**config.mk**
```make
export PLATFORM = sky130hd
export DESIGN_NAME = csl_top
export DESIGN_NICKNAME = d
export VERILOG_FILES = /design/src/csl_pkg.sv /design/src/csl_top.sv /design/src/csl_rx.sv /design/src/csl_tx.sv
export SDC_FILE = /design/constraint.sdc
export NUM_CORES = 1
export LEC_CHECK = 0
export BUFFER_PORTS_ARGS = -buffer_cell sky130_fd_sc_hd__buf_2
export CAP_MARGIN = 20
export CORE_MARGIN = 3
export CORE_UTILIZATION = 59
export CTS_BUF_LIST = sky130_fd_sc_hd__clkbuf_4
export DETAILED_ROUTE_END_ITERATION = 12
export HOLD_SLACK_MARGIN = 0.12
export PLACE_DENSITY_LB_ADDON = 0.1
export SKIP_LAST_GASP = 1
export SYNTH_ARGS = -nofsm -noshare
export SYNTH_HDL_FRONTEND = slang
export SYNTH_SLANG_ARGS = --single-unit
export TNS_END_PERCENT = 1
```
**constraint.sdc**
```tcl
create_clock -name pclk -period 2.5 [get_ports pclk]
set_input_delay 0.5 -clock pclk [delete_from_list [all_inputs] [get_ports pclk]]
set_output_delay 0.5 -clock pclk [all_outputs]
set_load 0.005 [all_outputs]
```
**src/csl_pkg.sv**
```systemverilog
// Operation
// - receive buffer low byte holds last character
// - overrun set when unread character overwritten
// - framing set when stop bit missing
// - reading receive buffer or power clear clears flags
// - bit 15 is overrun or framing, no interrupt
// - error flags update only with next character
// - break flag after 20 space bit times
// - unused bits read zero, writes ignored
// - transmit ready drops on load, rises when free
// - transmit ready set by power clears
// - enable and ready request level 14 vector FC
// - maintenance loops output to input, input marked
// - break holds line space after current character
// - during break transmitter still runs normally
// - power clears zero enable, maintenance, break
// - receive done set on character, cleared by read
// - eight data bits, no parity, one stop
// - transmit data write loads next character
package csl_pkg;
	// register byte offsets
	localparam logic [7:0] RECEIVE_CONTROL_STATUS_OFF = 8'h00;
	localparam logic [7:0] RECEIVE_DATA_BUFFER_OFF = 8'h04;
	localparam logic [7:0] TRANSMIT_CONTROL_STATUS_OFF = 8'h08;
	localparam logic [7:0] TRANSMIT_DATA_BUFFER_OFF = 8'h0C;
	// field positions
	localparam int RECEIVE_CONTROL_STATUS_DONE = 7;
	localparam int RECEIVE_DATA_BUFFER_ERR = 15;
	localparam int RECEIVE_DATA_BUFFER_OVR = 14;
	localparam int RECEIVE_DATA_BUFFER_FRM = 13;
	localparam int RECEIVE_DATA_BUFFER_BRK = 11;
	localparam int TRANSMIT_CONTROL_STATUS_RDY = 7;
	localparam int TRANSMIT_CONTROL_STATUS_IE = 6;
	localparam int TRANSMIT_CONTROL_STATUS_LOOPBACK_MAINTENANCE = 2;
	localparam int TRANSMIT_CONTROL_STATUS_XBRK = 0;
	// reset values
	localparam logic [2:0] SYNC_RST = 3'h3;
	localparam logic [9:0] TX_IDLE = 10'h3FF;
	// line timing
	localparam int CLK_HZ = 10000000;
	localparam int BAUD_HZ = 9600;
	localparam int BIT_CYC = CLK_HZ / BAUD_HZ;
	localparam int BRK_BITS = 20;
	localparam int DATA_BITS = 8;
	// transmit interrupt identity
	localparam logic [7:0] TX_VECTOR = 8'hFC;
	localparam logic [4:0] TX_IPL = 5'h14;
endpackage

```
**src/csl_top.sv**
```systemverilog
// The APB interface to the registers and the register addresses were chosen for this implementation.
`timescale 1ns/10ps
module csl_top
	import csl_pkg::*;
#(
	parameter int BIT_CYC_P = BIT_CYC
) (
	input wire logic pclk,
	input wire logic presetn,
	input wire logic [7:0] paddr,
	input wire logic psel,
	input wire logic penable,
	input wire logic pwrite,
	input wire logic [31:0] pwdata,
	output logic [31:0] prdata,
	output logic pready,
	output logic pslverr,
	input wire logic rxd_pin,
	output logic txd_pin,
	input wire logic power_ok_signal,
	input wire logic cpu_halted,
	output logic tx_int_req,
	output logic [7:0] tx_int_vector,
	output logic [4:0] tx_int_level
);
	// pin synchronisers: {halted, power ok, serial in}
	logic [2:0] s1, s2, s3, stab;
	logic pok_q;
	// receive side state
	logic rx_done, ovr, frm, brk;
	logic [7:0] rx_buf;
	// transmit side state
	logic tie, loopback_maintenance, xbrk, brk_on;
	logic [7:0] hold;
	logic hold_full;
	// engine hookup
	logic rx_valid, rx_framing_flag, rx_brk;
	logic [7:0] rx_data;
	logic tx_busy, tx_raw;
	logic [31:0] receive_control_status_val, receive_data_buffer_val, transmit_control_status_val, rd_mux;

	// second and third stage must agree before a pin change counts
	always_ff @(posedge pclk or negedge presetn) begin
		if (!presetn) begin
			s1 <= SYNC_RST;
			s2 <= SYNC_RST;
			s3 <= SYNC_RST;
			stab <= SYNC_RST;
			pok_q <= 1'b1;
		end else begin
			s1 <= {cpu_halted, power_ok_signal, rxd_pin};
			s2 <= s1;
			s3 <= s2;
			stab <= (s2 & s3) | (stab & (s2 ^ s3));
			pok_q <= stab[1];
		end
	end

	// power ok falling while halted acts as a soft reset
	wire soft_clr = pok_q && !stab[1] && stab[2];

	// bus decode; reads are sampled in the setup cycle
	wire setup = psel && !penable;
	wire acc = psel && penable;
	wire hit_receive_control_status = paddr == RECEIVE_CONTROL_STATUS_OFF;
	wire hit_receive_data_buffer = paddr == RECEIVE_DATA_BUFFER_OFF;
	wire hit_transmit_control_status = paddr == TRANSMIT_CONTROL_STATUS_OFF;
	wire hit_transmit_data_buffer = paddr == TRANSMIT_DATA_BUFFER_OFF;
	wire hit = hit_receive_control_status || hit_receive_data_buffer || hit_transmit_control_status || hit_transmit_data_buffer;
	wire wr_transmit_control_status = acc && pwrite && hit_transmit_control_status;
	wire wr_transmit_data_buffer = acc && pwrite && hit_transmit_data_buffer;
	// side effect on the same edge as the data capture, so a
	// character landing between setup and access is never lost
	wire rd_receive_data_buffer = setup && !pwrite && hit_receive_data_buffer;
	wire tx_rdy = !hold_full;
	wire tx_go = hold_full && !tx_busy;
	// loopback: the external input is ignored as if held at mark
	wire rx_in = loopback_maintenance ? txd_pin : stab[0];

	assign pready = 1'b1;
	assign pslverr = acc && !hit;
	assign tx_int_req = tie && tx_rdy;
	assign tx_int_vector = TX_VECTOR;
	assign tx_int_level = TX_IPL;

	// read images; everything not placed reads zero
	always_comb begin
		receive_control_status_val = 32'h0000_0000;
		receive_control_status_val[RECEIVE_CONTROL_STATUS_DONE] = rx_done;
		receive_data_buffer_val = 32'h0000_0000;
		receive_data_buffer_val[7:0] = rx_buf;
		receive_data_buffer_val[RECEIVE_DATA_BUFFER_ERR] = ovr || frm;
		receive_data_buffer_val[RECEIVE_DATA_BUFFER_OVR] = ovr;
		receive_data_buffer_val[RECEIVE_DATA_BUFFER_FRM] = frm;
		receive_data_buffer_val[RECEIVE_DATA_BUFFER_BRK] = brk;
		transmit_control_status_val = 32'h0000_0000;
		transmit_control_status_val[TRANSMIT_CONTROL_STATUS_RDY] = tx_rdy;
		transmit_control_status_val[TRANSMIT_CONTROL_STATUS_IE] = tie;
		transmit_control_status_val[TRANSMIT_CONTROL_STATUS_LOOPBACK_MAINTENANCE] = loopback_maintenance;
		transmit_control_status_val[TRANSMIT_CONTROL_STATUS_XBRK] = xbrk;
	end

	// transmit data buffer is write only and reads zero
	assign rd_mux = hit_receive_control_status ? receive_control_status_val : hit_receive_data_buffer ? receive_data_buffer_val : hit_transmit_control_status ? transmit_control_status_val : 32'h0000_0000;

	// read data register
	always_ff @(posedge pclk or negedge presetn) begin
		if (!presetn) begin
			prdata <= 32'h0000_0000;
		end else if (setup && !pwrite) begin
			prdata <= rd_mux;
		end
	end

	// receive buffer and flags; a new character beats a read
	always_ff @(posedge pclk or negedge presetn) begin
		if (!presetn) begin
			rx_done <= 1'b0;
			ovr <= 1'b0;
			frm <= 1'b0;
			brk <= 1'b0;
			rx_buf <= 8'h00;
		end else if (soft_clr) begin
			rx_done <= 1'b0;
			ovr <= 1'b0;
			frm <= 1'b0;
			brk <= 1'b0;
		end else if (rx_valid) begin
			rx_buf <= rx_data;
			rx_done <= 1'b1;
			ovr <= rx_done && !rd_receive_data_buffer;
			frm <= rx_framing_flag;
			brk <= rx_brk;
		end else if (rd_receive_data_buffer) begin
			rx_done <= 1'b0;
			ovr <= 1'b0;
			frm <= 1'b0;
			brk <= 1'b0;
		end
	end

	// transmit control bits; only the low byte's defined bits store
	always_ff @(posedge pclk or negedge presetn) begin
		if (!presetn) begin
			tie <= 1'b0;
			loopback_maintenance <= 1'b0;
			xbrk <= 1'b0;
		end else if (soft_clr) begin
			tie <= 1'b0;
			loopback_maintenance <= 1'b0;
			xbrk <= 1'b0;
		end else if (wr_transmit_control_status) begin
			tie <= pwdata[TRANSMIT_CONTROL_STATUS_IE];
			loopback_maintenance <= pwdata[TRANSMIT_CONTROL_STATUS_LOOPBACK_MAINTENANCE];
			xbrk <= pwdata[TRANSMIT_CONTROL_STATUS_XBRK];
		end
	end

	// holding buffer; a write while full replaces the waiting byte
	always_ff @(posedge pclk or negedge presetn) begin
		if (!presetn) begin
			hold <= 8'h00;
			hold_full <= 1'b0;
		end else if (soft_clr) begin
			hold_full <= 1'b0;
		end else if (wr_transmit_data_buffer) begin
			hold <= pwdata[7:0];
			hold_full <= 1'b1;
		end else if (tx_go) begin
			hold_full <= 1'b0;
		end
	end

	// break waits for the frame in flight, then the line is forced
	// low while the engine keeps shifting dummy characters
	always_ff @(posedge pclk or negedge presetn) begin
		if (!presetn) begin
			brk_on <= 1'b0;
			txd_pin <= 1'b1;
		end else begin
			brk_on <= xbrk && (brk_on || !tx_busy);
			txd_pin <= tx_raw && !brk_on;
		end
	end

	csl_rx #(
		.BIT_CYC_P(BIT_CYC_P)
	) csl_rx_inst (
		.pclk(pclk),
		.presetn(presetn),
		.clr(soft_clr),
		.rx_in(rx_in),
		.rx_valid(rx_valid),
		.rx_data(rx_data),
		.rx_framing_flag(rx_framing_flag),
		.rx_brk(rx_brk)
	);

	csl_tx #(
		.BIT_CYC_P(BIT_CYC_P)
	) csl_tx_inst (
		.pclk(pclk),
		.presetn(presetn),
		.clr(soft_clr),
		.start(tx_go),
		.data(hold),
		.busy(tx_busy),
		.txd_raw(tx_raw)
	);

	AST_RDY_DROP: assert property (@(posedge pclk) disable iff (!presetn)
		(wr_transmit_data_buffer && !soft_clr) |=> (!transmit_control_status_val[TRANSMIT_CONTROL_STATUS_RDY] && hold_full))
		else $error("ready still set after data load");
	AST_IRQ_READY: assert property (@(posedge pclk) disable iff (!presetn)
		$rose(tx_rdy) && tie |-> tx_int_req)
		else $error("enabled ready gave no request");
	AST_ERR_SUM: assert property (@(posedge pclk) disable iff (!presetn)
		(setup && !pwrite && hit_receive_data_buffer) |=> (prdata[RECEIVE_DATA_BUFFER_ERR] == (prdata[RECEIVE_DATA_BUFFER_OVR] || prdata[RECEIVE_DATA_BUFFER_FRM])))
		else $error("summary bit disagrees with error bits");
	AST_READ_CLEARS: assert property (@(posedge pclk) disable iff (!presetn)
		(rd_receive_data_buffer && !rx_valid) |=> !(ovr || frm || brk || rx_done))
		else $error("read left receive flags set");
	AST_OVERRUN: assert property (@(posedge pclk) disable iff (!presetn)
		(rx_valid && rx_done && !rd_receive_data_buffer && !soft_clr) |=> (ovr && rx_buf == $past(rx_data)))
		else $error("overwrite of unread character not flagged");
	AST_BREAK_LOW: assert property (@(posedge pclk) disable iff (!presetn)
		brk_on |=> !txd_pin)
		else $error("line not at space during break");
	AST_LOOPBACK: assert property (@(posedge pclk) disable iff (!presetn)
		loopback_maintenance |-> (rx_in == txd_pin))
		else $error("receiver not fed from output in maintenance");
	AST_POWER_CLEAR: assert property (@(posedge pclk) disable iff (!presetn)
		soft_clr |=> (tx_rdy && !tie && !loopback_maintenance && !xbrk && !rx_done))
		else $error("power clear left control bits");
	AST_RO_BUFFER: assert property (@(posedge pclk) disable iff (!presetn)
		(acc && pwrite && hit_receive_data_buffer && !rx_valid) |=> $stable(rx_buf))
		else $error("write altered receive buffer");

	// register images, flag lifetimes and line levels
	AST_RDY_RISE: assert property (@(posedge pclk) disable iff (!presetn)
		(tx_go && !wr_transmit_data_buffer && !soft_clr) |=> tx_rdy)
		else $error("ready not restored when engine took the byte");
	AST_ENGINE_TAKES: assert property (@(posedge pclk) disable iff (!presetn)
		(tx_go && !soft_clr) |=> tx_busy)
		else $error("loaded character not started");
	AST_WRITE_LOAD: assert property (@(posedge pclk) disable iff (!presetn)
		(wr_transmit_data_buffer && !soft_clr) |=> (hold == $past(pwdata[7:0])))
		else $error("transmit data write not captured");
	AST_RECEIVE_DATA_BUFFER_UNUSED: assert property (@(posedge pclk) disable iff (!presetn)
		(setup && !pwrite && hit_receive_data_buffer) |=> (prdata[31:16] == 16'h0000 && !prdata[12] && prdata[10:8] == 3'h0))
		else $error("unused receive data bits not zero");
	AST_TRANSMIT_CONTROL_STATUS_UNUSED: assert property (@(posedge pclk) disable iff (!presetn)
		(setup && !pwrite && hit_transmit_control_status) |=> (prdata[31:8] == 24'h00_0000 && prdata[5:3] == 3'h0 && !prdata[1]))
		else $error("unused transmit control bits not zero");
	AST_RECEIVE_CONTROL_STATUS_UNUSED: assert property (@(posedge pclk) disable iff (!presetn)
		(setup && !pwrite && hit_receive_control_status) |=> (prdata[31:8] == 24'h00_0000 && prdata[6:0] == 7'h00))
		else $error("unused receive control bits not zero");
	AST_TRANSMIT_DATA_BUFFER_READS_ZERO: assert property (@(posedge pclk) disable iff (!presetn)
		(setup && !pwrite && hit_transmit_data_buffer) |=> (prdata == 32'h0000_0000))
		else $error("write only buffer returned data");
	AST_DONE_SET: assert property (@(posedge pclk) disable iff (!presetn)
		(rx_valid && !soft_clr) |=> rx_done)
		else $error("done not set by new character");
	AST_FRAME_UPDATE: assert property (@(posedge pclk) disable iff (!presetn)
		(rx_valid && !soft_clr) |=> (frm == $past(rx_framing_flag) && brk == $past(rx_brk)))
		else $error("error flags not updated by new character");
	AST_FLAGS_HOLD: assert property (@(posedge pclk) disable iff (!presetn)
		(!rx_valid && !rd_receive_data_buffer && !soft_clr) |=> $stable({ovr, frm, brk}))
		else $error("error flags changed between characters");
	AST_BUF_HOLD: assert property (@(posedge pclk) disable iff (!presetn)
		!rx_valid |=> $stable(rx_buf))
		else $error("receive buffer changed without a character");
	AST_OVR_CLEAN: assert property (@(posedge pclk) disable iff (!presetn)
		(rx_valid && !rx_done && !soft_clr) |=> !ovr)
		else $error("overrun raised with buffer already read");
	AST_SOFT_RX_CLEAR: assert property (@(posedge pclk) disable iff (!presetn)
		soft_clr |=> !(ovr || frm || brk))
		else $error("power clear left receive flags");
	AST_CTRL_HOLD: assert property (@(posedge pclk) disable iff (!presetn)
		(!wr_transmit_control_status && !soft_clr) |=> $stable({tie, loopback_maintenance, xbrk}))
		else $error("control bits changed without a write");
	AST_BREAK_WAIT: assert property (@(posedge pclk) disable iff (!presetn)
		(xbrk && !brk_on && tx_busy) |=> !brk_on)
		else $error("break cut into the character in flight");
	AST_BREAK_END: assert property (@(posedge pclk) disable iff (!presetn)
		!xbrk |=> !brk_on)
		else $error("break outlived its control bit");
	AST_BREAK_FOLLOWS: assert property (@(posedge pclk) disable iff (!presetn)
		brk_on |-> $past(xbrk))
		else $error("break active without its control bit");
	AST_RUN_IN_BREAK: assert property (@(posedge pclk) disable iff (!presetn)
		(brk_on && wr_transmit_data_buffer && !soft_clr) |=> !tx_rdy)
		else $error("ready not updated during break");
	AST_IDLE_MARK: assert property (@(posedge pclk) disable iff (!presetn)
		(!brk_on && !tx_busy) |=> txd_pin)
		else $error("idle line not at mark");
	AST_IRQ_BLOCKED: assert property (@(posedge pclk) disable iff (!presetn)
		!tie |-> !tx_int_req)
		else $error("request raised with enable clear");
	AST_IRQ_ID: assert property (@(posedge pclk) disable iff (!presetn)
		tx_int_req |-> (tx_int_vector == TX_VECTOR && tx_int_level == TX_IPL))
		else $error("request carries wrong vector or level");
	AST_LOOP_MARK: assert property (@(posedge pclk) disable iff (!presetn)
		(loopback_maintenance && !stab[0] && txd_pin) |-> rx_in)
		else $error("outside space reached receiver in maintenance");
endmodule // csl_top

```
**src/csl_rx.sv**
```systemverilog
`timescale 1ns/10ps
module csl_rx
	import csl_pkg::*;
#(
	parameter int BIT_CYC_P = BIT_CYC
) (
	input wire logic pclk,
	input wire logic presetn,
	input wire logic clr,
	input wire logic rx_in,
	output logic rx_valid,
	output logic [7:0] rx_data,
	output logic rx_framing_flag,
	output logic rx_brk
);
	typedef enum logic [1:0] {
		CSL_RX_IDLE = 2'b00,
		CSL_RX_START = 2'b01,
		CSL_RX_DATA = 2'b10,
		CSL_RX_STOP = 2'b11
	} csl_rx_state_e;
	csl_rx_state_e st;
	logic [15:0] cnt;
	logic [2:0] bitn;
	logic [4:0] spc;
	logic armed;
	logic [7:0] shf;

	// sample points: mid start bit, then one bit time apart
	wire tick = cnt == 16'(BIT_CYC_P - 1);
	wire half = cnt == 16'(BIT_CYC_P / 2 - 1);
	wire restart = (st == CSL_RX_IDLE) || tick || (st == CSL_RX_START && half);
	wire smp = (st == CSL_RX_START) ? half : ((st != CSL_RX_IDLE) && tick);
	// consecutive space bits, saturating
	wire [4:0] next_spc = rx_in ? 5'h00 : ((spc == 5'(BRK_BITS)) ? spc : spc + 5'h01);
	wire brk_now = armed && (next_spc == 5'(BRK_BITS));

	// receive engine; a frame that ends in space is followed at once
	// by another, so a held space reaches the break count at 2 frames
	always_ff @(posedge pclk or negedge presetn) begin
		if (!presetn) begin
			st <= CSL_RX_IDLE;
			cnt <= 16'h0000;
			bitn <= 3'h0;
			spc <= 5'h00;
			armed <= 1'b1;
			shf <= 8'h00;
			rx_valid <= 1'b0;
			rx_data <= 8'h00;
			rx_framing_flag <= 1'b0;
			rx_brk <= 1'b0;
		end else if (clr) begin
			st <= CSL_RX_IDLE;
			cnt <= 16'h0000;
			spc <= 5'h00;
			armed <= 1'b1;
			rx_valid <= 1'b0;
		end else begin
			rx_valid <= 1'b0;
			cnt <= restart ? 16'h0000 : cnt + 16'h0001;
			if (smp) begin
				spc <= next_spc;
			end
			if (rx_in) begin
				armed <= 1'b1;
			end
			unique case (st)
				CSL_RX_IDLE: begin
					if (!rx_in) begin
						st <= CSL_RX_START;
					end
				end
				CSL_RX_START: begin
					bitn <= 3'h0;
					if (half) begin
						st <= rx_in ? CSL_RX_IDLE : CSL_RX_DATA;
					end
				end
				CSL_RX_DATA: begin
					if (tick) begin
						shf <= {rx_in, shf[7:1]};
						bitn <= bitn + 3'h1;
						if (bitn == 3'(DATA_BITS - 1)) begin
							st <= CSL_RX_STOP;
						end
					end
				end
				CSL_RX_STOP: begin
					if (tick) begin
						rx_valid <= 1'b1;
						rx_data <= shf;
						rx_framing_flag <= !rx_in;
						rx_brk <= brk_now;
						if (brk_now) begin
							armed <= 1'b0;
						end
						st <= CSL_RX_IDLE;
					end
				end
			endcase
		end
	end

	AST_STOP_FRAMING: assert property (@(posedge pclk) disable iff (!presetn)
		(st == CSL_RX_STOP && tick && !rx_in && !clr) |=> (rx_valid && rx_framing_flag))
		else $error("missing stop bit not flagged");
endmodule // csl_rx

```
**src/csl_tx.sv**
```systemverilog
`timescale 1ns/10ps
module csl_tx
	import csl_pkg::*;
#(
	parameter int BIT_CYC_P = BIT_CYC
) (
	input wire logic pclk,
	input wire logic presetn,
	input wire logic clr,
	input wire logic start,
	input wire logic [7:0] data,
	output logic busy,
	output logic txd_raw
);
	logic [9:0] shf;
	logic [3:0] left;
	logic [15:0] cnt;

	wire tick = cnt == 16'(BIT_CYC_P - 1);
	assign busy = left != 4'h0;
	assign txd_raw = shf[0];

	// stop, data lsb first, start; ones shift in behind
	always_ff @(posedge pclk or negedge presetn) begin
		if (!presetn) begin
			shf <= TX_IDLE;
			left <= 4'h0;
			cnt <= 16'h0000;
		end else if (clr) begin
			shf <= TX_IDLE;
			left <= 4'h0;
			cnt <= 16'h0000;
		end else if (start && !busy) begin
			shf <= {1'b1, data, 1'b0};
			left <= 4'(DATA_BITS + 2);
			cnt <= 16'h0000;
		end else if (busy) begin
			cnt <= tick ? 16'h0000 : cnt + 16'h0001;
			if (tick) begin
				shf <= {1'b1, shf[9:1]};
				left <= left - 4'h1;
			end
		end
	end

	AST_START_BIT: assert property (@(posedge pclk) disable iff (!presetn)
		(start && !busy && !clr) |=> (!txd_raw && busy))
		else $error("frame did not open with a space start bit");
endmodule // csl_tx

```
== Word level (Yosys, flattened, before mapping) ==
Index checks and enable logic that the tools add are counted.

* Register bits after elaboration: 147
* Word-level logic and storage cells: 171

* $add $sub $neg: 5
* Eq/ne operators: 18
* Muxes and demuxes: 59
* Bitwise operators: 5
* Reduce and logical (&&, ||, !) cells: 53

{| class="wikitable"
|+ Operator list
! operator !! number
|-
| 16-bit 2-to-1 mux || 8
|-
| 10-bit 2-to-1 mux || 4
|-
| 16-bit by 1-bit adder with 16-bit output (second input constant) || 2
|-
| 16-bit by 11-bit equality test with 1-bit output (second input constant) || 2
|-
| 1-bit 2-to-1 mux || 28
|-
| 5-bit 2-to-1 mux || 4
|-
| 1-bit logical AND || 19
|-
| 16-bit by 10-bit equality test with 1-bit output (second input constant) || 1
|-
| 8-bit by 4-bit equality test with 1-bit output (second input constant) || 2
|-
| 4-bit 2-to-1 mux || 4
|-
| 2-bit 2-to-1 mux || 7
|-
| 3-bit by 1-bit inequality test with 1-bit output (second input constant) || 4
|-
| 3-bit nonzero test || 4
|-
| 5-bit equality test (second input constant) || 2
|-
| 1-bit logical NOT || 9
|-
| 3-bit AND reduction || 3
|-
| 8-bit by 3-bit equality test with 1-bit output (second input constant) || 1
|-
| 8-bit logical NOT || 1
|-
| 8-bit 2-to-1 mux || 1
|-
| 2-bit case mux with 4 select lines || 1
|-
| 2-bit nonzero test || 4
|-
| 1-bit logical OR || 7
|-
| 3-bit AND || 2
|-
| 3-bit case mux with 2 select lines || 1
|-
| other kinds (16) || 19
|}

== Logic depth before layout (Yosys ltp) ==
Gate-level depths: netlist (run 1).

* Word-level depth: 9
* Depth in mapped cells: 9

== By module ==
From an unflattened synthesis (run 1), not the netlist that was laid out.

* Cells, all modules: 579
* Area total of the unflattened synthesis: 6,344.8 µm²

{| class="wikitable"
|+ Modules (own cells, without submodules)
! module !! instances !! cells each !! area an instance (µm²) !! sequential area each (µm²)
|-
| csl_rx || 1 || 220 || 2,381.0 || 1,152.4
|-
| csl_top || 1 || 181 || 2,294.7 || 1,288.7
|-
| csl_tx || 1 || 178 || 1,669.1 || 737.0
|}

== Worst setup path before layout (run 1) ==
Ideal clock, no wire load.

* Kind: reg-to-reg
* Start point: reg csl_rx_inst.cnt[6]
* End point: reg csl_rx_inst.shf[0]
* Data arrival time: 2,011 ps
* Required time: 2,375 ps
* Setup slack: 365 ps
* Cell stages (with the launch flop): 6
* Clock period less this slack: 2,135 ps
* Cell sequence: dfrtp_1 -> or4_4 -> nor4_4 -> and4_1 -> buf_4 -> mux2_2

* Cells in the longest elaborated chain, start to end: 2

{| class="wikitable"
|+ Ends and longest elaborated chain
! element !! RTL line !! text
|-
| from (decl) || csl_rx.sv:23 || <nowiki>logic [15:0] cnt;</nowiki>
|-
| from (signal assigned) || csl_rx.sv:60 || <nowiki>cnt <= restart ? 16'h0000 : cnt + 16'h0001;</nowiki>
|-
| 16-bit by 11-bit equality test with 1-bit output || csl_rx.sv:30 || <nowiki>wire tick = cnt == 16'(BIT_CYC_P - 1);</nowiki>
|-
| 3-bit AND reduction (no source line) || -- ||
|-
| to (signal assigned) || csl_rx.sv:81 || <nowiki>shf <= {rx_in, shf[7:1]};</nowiki>
|-
| to (decl) || csl_rx.sv:27 || <nowiki>logic [7:0] shf;</nowiki>
|}

No other way between the ends.
A chain may end at the register's enable or synchronous reset.

== Worst setup path after layout (run 1) ==
* Start point: reg csl_tx_inst.left[0]
* End point: reg csl_tx_inst.cnt[15]

* Cells in the longest elaborated chain, start to end: 6
* Elaborated cells between the ends (all ways): 7
* Those cells by class: mux (2); reduce/logical (5)

{| class="wikitable"
|+ Ends and longest elaborated chain
! element !! RTL line !! text
|-
| from (decl) || csl_tx.sv:16 || <nowiki>logic [3:0] left;</nowiki>
|-
| from (signal assigned) || csl_tx.sv:35 || <nowiki>left <= 4'(DATA_BITS + 2);</nowiki>
|-
| from (signal assigned) || csl_tx.sv:41 || <nowiki>left <= left - 4'h1;</nowiki>
|-
| 4-bit nonzero test (*) || csl_tx.sv:20 || <nowiki>assign busy = left != 4'h0;</nowiki>
|-
| 1-bit logical NOT || csl_top.sv:76, csl_tx.sv:33 ||
|-
| 1-bit logical AND || csl_top.sv:76 || <nowiki>wire tx_go = hold_full && !tx_busy;</nowiki>
|-
| 1-bit logical AND || csl_tx.sv:33 || <nowiki>end else if (start && !busy) begin</nowiki>
|-
| 16-bit 2-to-1 mux || csl_tx.sv:33 ||
|-
| 16-bit 2-to-1 mux || csl_tx.sv:29 || <nowiki>end else if (clr) begin</nowiki>
|-
| to (signal assigned) || csl_tx.sv:38 || <nowiki>cnt <= tick ? 16'h0000 : cnt + 16'h0001;</nowiki>
|-
| to (decl) || csl_tx.sv:17 || <nowiki>logic [15:0] cnt;</nowiki>
|}

Mark *: on every way between the ends. The rest lies on a longest branch, timed or not.

==> results of run 1 <==
-- worst max-delay path by stage --
stage                                    startpoint  cells past startpoint                         endpoint  slack [ns]
floorplan              csl_rx_inst.cnt[6]$_DFF_PN0_                      5   csl_rx_inst.shf[0]$_DFFE_PN0P_        0.36
global placement     csl_tx_inst.cnt[0]$_DFFE_PN0P_                      7  csl_tx_inst.cnt[15]$_DFFE_PN0P_       -0.01
detailed placement  csl_tx_inst.left[0]$_DFFE_PN0P_                      7  csl_tx_inst.cnt[15]$_DFFE_PN0P_       -0.04
CTS                    csl_rx_inst.cnt[0]$_DFF_PN0_                      6   csl_rx_inst.shf[1]$_DFFE_PN0P_        0.21
global route        csl_tx_inst.left[0]$_DFFE_PN0P_                      7  csl_tx_inst.cnt[15]$_DFFE_PN0P_        0.01
finish              csl_tx_inst.left[0]$_DFFE_PN0P_                      7  csl_tx_inst.cnt[15]$_DFFE_PN0P_        0.20
-- final cells by class --
cell class	instances	area (µm²)	area share, %
sequential	126	3180	47.2
multi-input combinational	401	2620	38.9
timing repair buffer	62	408	6.05
clock inverter	15	171	2.54
tap	133	166	2.47
clock buffer	17	128	1.89
inverter	18	67.6	1.00
-- Yosys cell counts (5+ instances only) --
cell type,instances,area [µm²]
o21ai_0,30,150
xor2_1,7,61.3
nand2_1,43,161
buf_2,5,25.0
a211oi_1,5,37.5
and3_1,5,31.3
nor2b_1,5,31.3
a21oi_1,19,95.1
a22o_1,8,70.1
o31ai_1,5,37.5
o22ai_1,8,50.1
ha_1,12,150
mux2_2,33,372
xnor2_1,8,70.1
mux2i_1,9,90.1
dfstp_2,20,526
buf_4,35,263
nor3_1,13,65.1
a21o_1,6,45.0
nand3b_1,5,37.5
dfrtp_1,106,2650
nand4_1,14,87.6
inv_1,18,67.6
clkbuf_1,12,45.0
nor2_1,46,173
nand3_1,24,120
-- flip-flops by register name, indices dropped and copies added, names as in the netlist, 4 cells and up --
| name | flops |
|---|---|
| csl_rx_inst.shf | 8 |
| csl_tx_inst.shf | 9 |
| csl_rx_inst.rx_data | 8 |
| prdata | 12 |
| csl_rx_inst.cnt | 16 |
| csl_rx_inst.spc | 5 |
| hold | 8 |
| csl_tx_inst.left | 4 |
| csl_tx_inst.cnt | 16 |
| rx_buf | 8 |
-- logic make-up (layout without fill, tap and decap cells) --
group / after synthesis / count (layout) / synth area share (%)
DFF: 126 / 126 / 51.9
adders and majority gates: 12 / 12 / 2.45
muxes: 42 / 42 / 7.53
xor gates and xnor gates: 15 / 15 / 2.14
other: 2 / 34 / 0.123
buffers and inverters: 77 / 112 / 7.47
and+or+nand+nor: 191 / 191 / 16.9
AOI/OAI and AO/OA: 107 / 107 / 11.5
-- critical path: stages, from the launching register on --
cell,delay (ns)
dfrtp_1,0.40
inv_1,0.06
ha_1,0.22
nor3b_1,0.16
a21o_1,0.21
nor2_2,0.47
nand2_1,0.34
o311ai_0,0.34
-- layout by cell type, fill, tap and decap left out, drive strengths merged, types with 5 or more instances in the layout --
cell type	n
nor4	6
xnor2	8
clkinv	8
nand3	24
mux2i	9
inv	19
nor3b	5
buf	58
o21ai	32
a211oi	5
conb	34
mux2	33
dfstp	20
a22o	8
and3	6
nor2b	5
nor2	46
nand4	14
o31ai	5
nand2	43
nand3b	5
xor2	7
o22ai	8
dfrtp	106
ha	12
a21o	6
nor3	13
clkbuf	17
a21oi	19
-- layer usage --
| metal | routed length [µm] | part of all wire, % |
|---|---|---|
| met3 | 662 | 5.8 |
| met5 | 0 | 0 |
| met2 | 5480 | 48 |
| met4 | 195 | 1.7 |
| met1 | 5120 | 45 |
-- stage by stage --
stage / TNS [ns] / power [mW] / utilization, % / instance area, µm²
global placement: -0.0111 / 3.32 / 64.3 / 6400
CTS: 0 / 4.83 / 67.7 / 6740
floorplan: 0 / 3.09 / - / 6250
detailed placement: -0.0515 / 3.36 / 64.3 / 6400
finish: 0 / 4.79 / 67.7 / 6740
global route: 0 / 5.08 / 67.7 / 6740
-- timing repair --
item                       4_1_cts  5_1_grt
resized for setup                1        0
hold buffers                     4        0
setup endpoints to repair        1        0
buffers inserted                 0        0
hold endpoints to repair       109        0
-- power breakdown --
part | leakage, nW | total (mW) | internal, mW | switching [mW]
Combinational | 1.39 | 0.874 | 0.356 | 0.518
Clock | 0.155 | 1.47 | 0.689 | 0.777
Sequential | 1.66 | 2.45 | 2.28 | 0.176
Total | 3.21 | 4.79 | 3.32 | 1.47
==> out/results.ini, run 1 <==
[placement]
placedCellCount=736
gp_congestion=0.843
portBuffers=38
preCtsSetupSlack_ns=-0.0421
dp_hpwl_mm=7.96

[grt]
grt_pass1_vias=4097
grt_use_met1_pct=27.8
grt_pass1_wl_mm=19.3
grt_max_degree=69
antenna_found_initial=0
use_met2_pct=33.5
gr-total-overflow=0
grt-busiest-layer=met2
track_usage_pct=21.0
use_met3_pct=5.04

[worst_hold_path]
min_delay_path_depth=2
hold_start=pwdata[5]
hold_class=in -> reg
whs_endpoint=hold[5]$_DFFE_PN0P_

[die]
core_area_um2=9950
dieArea_um2=11600
ioPinCount=97
die_height_um=108
initial_core_util_pct=61.6
rows=36
die_x_um=108

[finish]
n_fill_cell=795
antennaDiodeCount=0
final_cells=772
finalNetCount=686
area_growth_pct=9.98
drive_gt1_share_pct=25.0

[critical_path]
cp-start-kind=register
r2r_cells=7
worstPathRequired_ns=2.91
critical_path_class=reg -> reg
crit_fanout=14
cp-end-kind=register
r2r_slack_ns=0.20
r2r_start=csl_tx_inst.left[0]$_DFFE_PN0P_
worstPathArrival_ns=2.71
r2r-end=csl_tx_inst.cnt[15]$_DFFE_PN0P_

[sta]
report.final.slew_viol_count=0
period_needed_ns=2.30
setup_violations=0
slew_headroom_pct=58.3
timing.hold.ws_ns=0.205
rsz0062_at_grt=no
layout_setup_ws_ns=0.201
hold_viol=0
max_slew.worst_pin.slew_ns=0.621
clock_skew_ns=0.0173
fmax_mhz=435
finalCritPeriodShare_pct=92.0

[cts]
clkLatencyLatePin_ns=0.52
cts_tree=done
cts_inserted_buffers=17
root_buffer=clkbuf_4
htreeDepth=4
path_clk_slew_ns=0.11
cts.sinks=126
ctsLongestPathBuffers=2

[power]
irDropWorstVdd_mv=0.529
cellPowerDensity_nw_per_um2=711
p_leak_nw=3.21

[synthesis]
yosysSeqAreaShare_pct=51.9
synth-edff-count=0
ys_seq_elements=126
ys.flop_type=dfrtp_1
avgSynthCellArea_um2=10.7
synth_area_um2=6130
synth.distinct_cells=61
syn_inst=572
async_flop_share_pct=100
ys.warnings.count=0

[routing]
antenna_left=0
drc=0
post_drt_via_cell_ratio=5.53
vias=4273
firstDrtPassIters=4
routed_wl_mm=11.5
drt-initial-drc-count=260
wl_per_cell_um=14.8

[outcome]
outcome=completed

[flow_run]
maxCapViolations=0

(Power assumes the default switching activity.)
==> inputs of run 2 (changes only) <==
- ABC_AREA: not set -> 1
==> run 2 against run 1 <==
Non-clock buffer count down 14; cell area up 3.6%; worst setup slack better by 0.30 ns; sequential power up 3%; via count up 13%; cell count up 22%; global-route usage up 0.49 points; worst hold slack worse by 0.012 ns; combinational power up 38%.
==> out/results.ini, run 2 <==
[sta]
layout_setup_ws_ns=0.505  ; +0.304 ns
slew_headroom_pct=62.6  ; +4.3 points
hold_viol=0  ; unchanged
period_needed_ns=2.00  ; -0.304 ns
timing.hold.ws_ns=0.192  ; -0.0125 ns
fmax_mhz=501  ; +15%
finalCritPeriodShare_pct=79.8  ; -12 points
fin_tns_setup_ns=0  ; unchanged
report.final.slew_viol_count=0  ; unchanged
setup_violations=0  ; unchanged
rsz0062_at_grt=no
clock_skew_ns=0.0230  ; +0.00571 ns
max_slew.worst_pin.slew_ns=0.561  ; -0.0598 ns

[die]
ioPinCount=97  ; unchanged
die_height_um=111  ; +2.5%
core_area_um2=10500  ; +5.6%
rows=37  ; +2.8%
die_x_um=111  ; +2.5%
dieArea_um2=12200  ; +5.1%
initial_core_util_pct=61.5  ; -0.080 points

[finish]
drive_gt1_share_pct=19.7  ; -5.4 points
final_cells=944  ; +22%
design_area_um2=6980  ; +3.6%
final_util_pct=66.5  ; -1.2 points
finalNetCount=855  ; +25%
reg_top3=csl_rx_inst.cnt (16), csl_tx_inst.cnt (16), prdata (12)
final_common_cell=nand2_1
area_growth_pct=8.09
mostFrequentLayoutCells=159 x nand2_1, 106 x dfrtp_1, 84 x nor2_1
antennaDiodeCount=0  ; unchanged

[worst_hold_path]
whs_endpoint=hold[7]$_DFFE_PN0P_
min_delay_path_depth=3  ; +1
hold_start=pwdata[7]
hold_class=in -> reg

[cts]
cts.sinks=126  ; unchanged
htreeDepth=4  ; unchanged
cts_resized=0  ; -1
root_buffer=clkbuf_4
cts_inserted_buffers=17  ; unchanged
path_clk_slew_ns=0.12  ; about the same
ctsLongestPathBuffers=2  ; unchanged
clkLatencyLatePin_ns=0.54  ; +0.02 ns
cts_tree=done

[synthesis]
synth_area_um2=6460  ; +5.4%
synth_common_cells=159 x nand2_1, 106 x dfrtp_1, 84 x nor2_1
ys.warnings.count=0  ; unchanged
synth_fa_ha_area_share_pct=2.32  ; -0.13 points
synth_top_area_cell=dfrtp_1
yosys.area_share.simple_pct=26.5  ; +9.5 points
synth_top_cell_area_share_pct=41.1  ; -2.2 points
yosysSeqAreaShare_pct=49.2  ; -2.7 points
synth-edff-count=0  ; unchanged
synth_area_leaders=dfrtp_1 41%, nand2_1 9.2%, dfstp_2 8.1%, nor2_1 4.9%, inv_1 4.8%
avgSynthCellArea_um2=8.66  ; -19%
synth_compound_area_share_pct=7.94  ; -3.6 points
syn_inst=746  ; +30%
ys_seq_elements=126  ; unchanged
async_flop_share_pct=100  ; unchanged
synth_top_family_by_area=simple AND/OR/NAND/NOR gates
post-synth-top-count-cell=nand2_1
ys.flop_type=dfrtp_1
synth.distinct_cells=51  ; -16%
synthMuxAreaShare_pct=1.37  ; -6.2 points
synth-xor-area-share_pct=1.49  ; -0.65 points

[routing]
antenna_left=0  ; unchanged
routed_wl_mm=12.2  ; +6.9%
wl_per_cell_um=13.0  ; -13%
vias=4836  ; +13%
drc=0  ; unchanged
firstDrtPassIters=5  ; +1
post_drt_via_cell_ratio=5.12  ; -7.4%
drt-initial-drc-count=261  ; +0.38%

[critical_path]
critical_path_class=reg -> reg
worstPathArrival_ns=2.45  ; -0.26 ns
startpoint=csl_tx_inst.left[0]$_DFFE_PN0P_
cp-start-kind=register
worstPathRequired_ns=2.96  ; +0.05 ns
r2r_slack_ns=0.50  ; +0.30 ns
cp-end-kind=register
crit_fanout=38  ; +24
r2r_start=csl_tx_inst.left[0]$_DFFE_PN0P_
r2r-end=csl_tx_inst.cnt[13]$_DFFE_PN0P_
r2r_cells=8  ; +1

[grt]
antenna_found_initial=0  ; unchanged
grt_max_degree=45  ; -35%
gr-total-overflow=0  ; unchanged
grt_pass1_wl_mm=21.6  ; +12%
grt_pass1_vias=4700  ; +15%
track_usage_pct=21.5  ; +0.49 points

[power]
irDropWorstVdd_mv=0.438  ; -17%
cellPowerDensity_nw_per_um2=751  ; +5.7%
p_total_mw=5.25  ; +9.5%
p_leak_nw=3.55  ; +11%

[placement]
dpl_cell_area_um2=6640  ; +3.7%
preCtsSetupSlack_ns=0.535  ; +0.577 ns
dp_hpwl_mm=8.86  ; +11%
gp_congestion=0.873  ; +3.6%
placedCellCount=908  ; +23%
portBuffers=38  ; unchanged

[outcome]
outcome=completed

[flow_run]
maxCapViolations=0  ; unchanged

run 2: routing by layer:
| metal | GRT usage [%] | vias to the layer above | share of wire, % |
|---|---|---|---|
| met4 | 7.64 | 0 | 1.8 |
| met2 | 34.3 | 101 | 47 |
| met5 | 0 | - | 0 |
| met3 | 6.14 | 18 | 4.8 |
| li1 | - | 2429 | - |
| met1 | 28.2 | 2288 | 46 |
run 2: area by class of cell:
type / count / area, µm²
fill: 898 / 3520
sequential: 126 / 3180
multi-input combinational: 513 / 2690
inverter: 89 / 339
timing repair buffer: 48 / 303
tap: 136 / 170
clock inverter: 13 / 165
clock buffer: 19 / 143
run 2: cells by family after synthesis:
family                   after synthesis
AO/OA/AOI/OAI                         84
XOR/XNOR                              11
adder cells (fa/ha/maj)               12
buffers and inverters                139
flip-flops                           126
multiplexers                           8
other                                  2
AND/OR/NAND/NOR                      364
run 2: critical path, cell delays in order (launching register included):
cell and delay [ns]:
dfrtp_1 0.40, inv_1 0.10, ha_1 0.20, nand2_2 0.08
nor2_4 0.16, nand3_2 0.29, nand2_4 0.47, nand2_1 0.09
nor2_1 0.13
run 2: power breakdown:
part / switching [mW] / total, mW / leakage [nW] / internal [mW]
combinational: 0.778 / 1.21 / 1.74 / 0.434
sequential: 0.198 / 2.53 / 1.65 / 2.34
clock: 0.780 / 1.50 / 0.157 / 0.720
run 2: timing repair:
| action | 4_1_cts | 5_1_grt |
|---|---|---|
| setup buffers | 0 | 0 |
| endpoints found under the hold margin | 43 | 0 |
| hold buffers | 4 | 0 |
run 2: worst max path at each step:
stage / endpoint / cells after the start
2_1_floorplan: csl_tx_inst.cnt[14]$_DFFE_PN0P_ / 13
3_3_place_gp: prdata[7]$_DFFE_PN0P_ / 9
3_5_place_dp: csl_tx_inst.cnt[13]$_DFFE_PN0P_ / 8
4_1_cts: csl_tx_inst.cnt[13]$_DFFE_PN0P_ / 8
5_1_grt: csl_tx_inst.shf[3]$_DFFE_PN1P_ / 8
6_report: csl_tx_inst.cnt[13]$_DFFE_PN0P_ / 8
==> inputs of run 3 (changes only) <==
- ABC_AREA: 1 -> 0
- CORE_UTILIZATION: 59 -> 53
- clock period: 2.5 -> 1.6 ns (I/O delays scaled with it)
==> run 3 against run 2 <==
The flow now finishes with violations (negative setup slack); clock skew is 0.0060 ns lower; flip-flop and latch count unchanged; fmax shrank 7.7%; worst hold slack better by 0.028 ns; combinational power up 64%; register-to-register slack worse by 1.1 ns; global-route usage shrank 0.20 points; wire length increased by 4.1%; first-iteration DRC count rose by 7.3%; critical path depth down 3; sequential share of layout area is 3.5 points lower; via count shrank 2.6%.
==> out/results.ini, run 3 (same netlist as run 1, synthesis figures left out) <==
[finish]
final_cells=870  ; -7.8%
area_growth_pct=23.6
design_area_um2=7570  ; +8.4%
drive_gt1_share_pct=33.4  ; +14 points
reg_top3=csl_rx_inst.cnt (16), csl_tx_inst.cnt (16), prdata (12)
antennaDiodeCount=0  ; unchanged
final_common_cell=dfrtp_1
n_fill_cell=849  ; -5.5%
final_util_pct=68.4  ; +1.9 points
mostFrequentLayoutCells=106 x dfrtp_1, 96 x buf_4, 46 x nor2_1
finalNetCount=777  ; -9.1%

[sta]
fmax_mhz=463  ; -7.7%
clock_skew_ns=0.0170  ; -0.00595 ns
hold_viol=0  ; unchanged
report.final.slew_viol_count=0  ; unchanged
setup_violations=92  ; +92
fin_tns_setup_ns=-35.60  ; -35.60 ns
period_needed_ns=2.16  ; +0.166 ns
timing.hold.ws_ns=0.221  ; +0.0283 ns
finalCritPeriodShare_pct=135  ; +55 points
layout_setup_ws_ns=-0.561  ; -1.07 ns
rsz0062_at_grt=yes

[placement]
preCtsSetupSlack_ns=-0.589  ; -1.12 ns
dp_hpwl_mm=9.43  ; +6.5%
portBuffers=38  ; unchanged
gp_congestion=0.849  ; -2.7%
placedCellCount=824  ; -9.3%
dpl_cell_area_um2=7070  ; +6.5%

[critical_path]
critical_path_depth=5  ; -3
timing.critical_path.buf_inv=1  ; unchanged
cp_slowest_cell=or4_4
worstPathArrival_ns=2.58  ; +0.13 ns
critical_path_class=reg -> reg
r2r_cells=5  ; -3
cp_slowest_stage_delay_ns=0.57  ; +0.10 ns
critical_path.cell_chain=or4_4 -> nor4_4 -> and4_1 -> buf_6 -> mux2_4
cp-start-kind=register
cp-end-kind=register
r2r_start=csl_rx_inst.cnt[8]$_DFF_PN0_
crit_fanout=8  ; -79%
crit_family=simple AND/OR/NAND/NOR gates
worstPathRequired_ns=2.02  ; -0.94 ns
startpoint=csl_rx_inst.cnt[8]$_DFF_PN0_

[outcome]
outcome=finished, violations left
violations=negative setup slack

[grt]
grt_pass1_wl_mm=21.9  ; +1.8%
use_met2_pct=33.7  ; -0.58 points
track_usage_pct=21.3  ; -0.20 points
antenna_found_initial=0  ; unchanged
grt_pass1_vias=4682  ; -0.38%
gr-total-overflow=0  ; unchanged
grt-busiest-layer=met2
use_met3_pct=5.20  ; -0.94 points
grt_max_degree=34  ; -24%
grt_use_met1_pct=28.8  ; +0.59 points

[cts]
cts.sinks=126  ; unchanged
clkLatencyLatePin_ns=0.54  ; about the same
cts_tree=done
cts_inserted_buffers=17  ; unchanged
root_buffer=clkbuf_4
path_clk_slew_ns=0.12  ; about the same
ctsLongestPathBuffers=2  ; unchanged
htreeDepth=4  ; unchanged

[routing]
antenna_left=0  ; unchanged
wl_per_cell_um=14.7  ; +13%
routed_wl_mm=12.7  ; +4.1%
post_drt_via_cell_ratio=5.41  ; +5.7%
vias=4709  ; -2.6%
firstDrtPassIters=4  ; -1
drt-initial-drc-count=280  ; +7.3%
drc=0  ; unchanged

[die]
ioPinCount=97  ; unchanged
dieArea_um2=12900  ; +5.3%
die_x_um=114  ; +2.6%
initial_core_util_pct=55.3  ; -6.2 points
core_area_um2=11100  ; +5.4%
die_height_um=114  ; +2.6%
rows=38  ; +2.7%

[power]
p_total_mw=8.19  ; +56%
irDropWorstVdd_mv=0.815  ; +86%
p_leak_nw=3.71  ; +4.4%
cellPowerDensity_nw_per_um2=1080  ; +44%

[worst_hold_path]
hold_start=paddr[0]
min_delay_path_depth=5  ; +2
hold_class=in -> reg

[flow_run]
maxCapViolations=0  ; unchanged

run 3: changes by cell type in the layout (fill, tap and decap cells not counted), sizes merged, moves of 9 or more:
| cell | before | now |
|---|---|---|
| buf | 44 | 140 |
| dlygate4sd3 | 4 | 13 |
| inv | 91 | 19 |
| mux2 | 7 | 33 |
| nand2 | 167 | 43 |
| nand3 | 61 | 24 |
| nor2 | 95 | 46 |
| o21ai | 55 | 32 |
run 3: path summary, 6_finish.rpt:
check	endpoint	slack, ns
worst max-delay path	csl_rx_inst.shf[4]$_DFFE_PN0P_	-0.56
worst min-delay path	prdata[7]$_DFFE_PN0P_	0.22
worst max register to register	csl_rx_inst.shf[4]$_DFFE_PN0P_	-0.56
worst min register to register	s2[1]$_DFF_PN1_	0.36
max in group asynchronous	s2[1]$_DFF_PN1_	0.80
min in group asynchronous	loopback_maintenance$_DFFE_PN0P_	0.23
run 3: report_power, final:
group,internal [mW],switching (mW)
Sequential,3.55,0.167
Combinational,0.941,1.05
Clock,1.26,1.22
Total,5.76,2.43
run 3: repair_timing:
action / CTS / global route
resized for setup: 10 / 1
pin swaps: 3 / 0
hold endpoints to repair: 126 / 0
buffers inserted: 1 / 0
gates cloned: 0 / 0
hold buffers: 13 / 0
setup endpoints to repair: 94 / 95
run 3: worst register-to-register path, stage by stage (launching register included):
cell	delay, ns
dfrtp_1	0.40
or4_4	0.57
nor4_4	0.35
and4_1	0.25
buf_6	0.16
mux2_4	0.31
run 3: final cells by class:
cell class,count,area [µm²],share of cell area [%]
clock inverters,14,191,2.53
clock buffers,18,135,1.78
flip-flops and latches,126,3180,42.0
well taps,140,175,2.31
repair buffers,153,1170,15.4
multi-input cells,401,2660,35.1
inverters,18,67.6,0.892
run 3: per-layer routing:
metal	routed length (µm)	part of all wire, %
met3	637	5.0
met4	167	1.3
met2	6000	47
met5	0	0
met1	5940	47
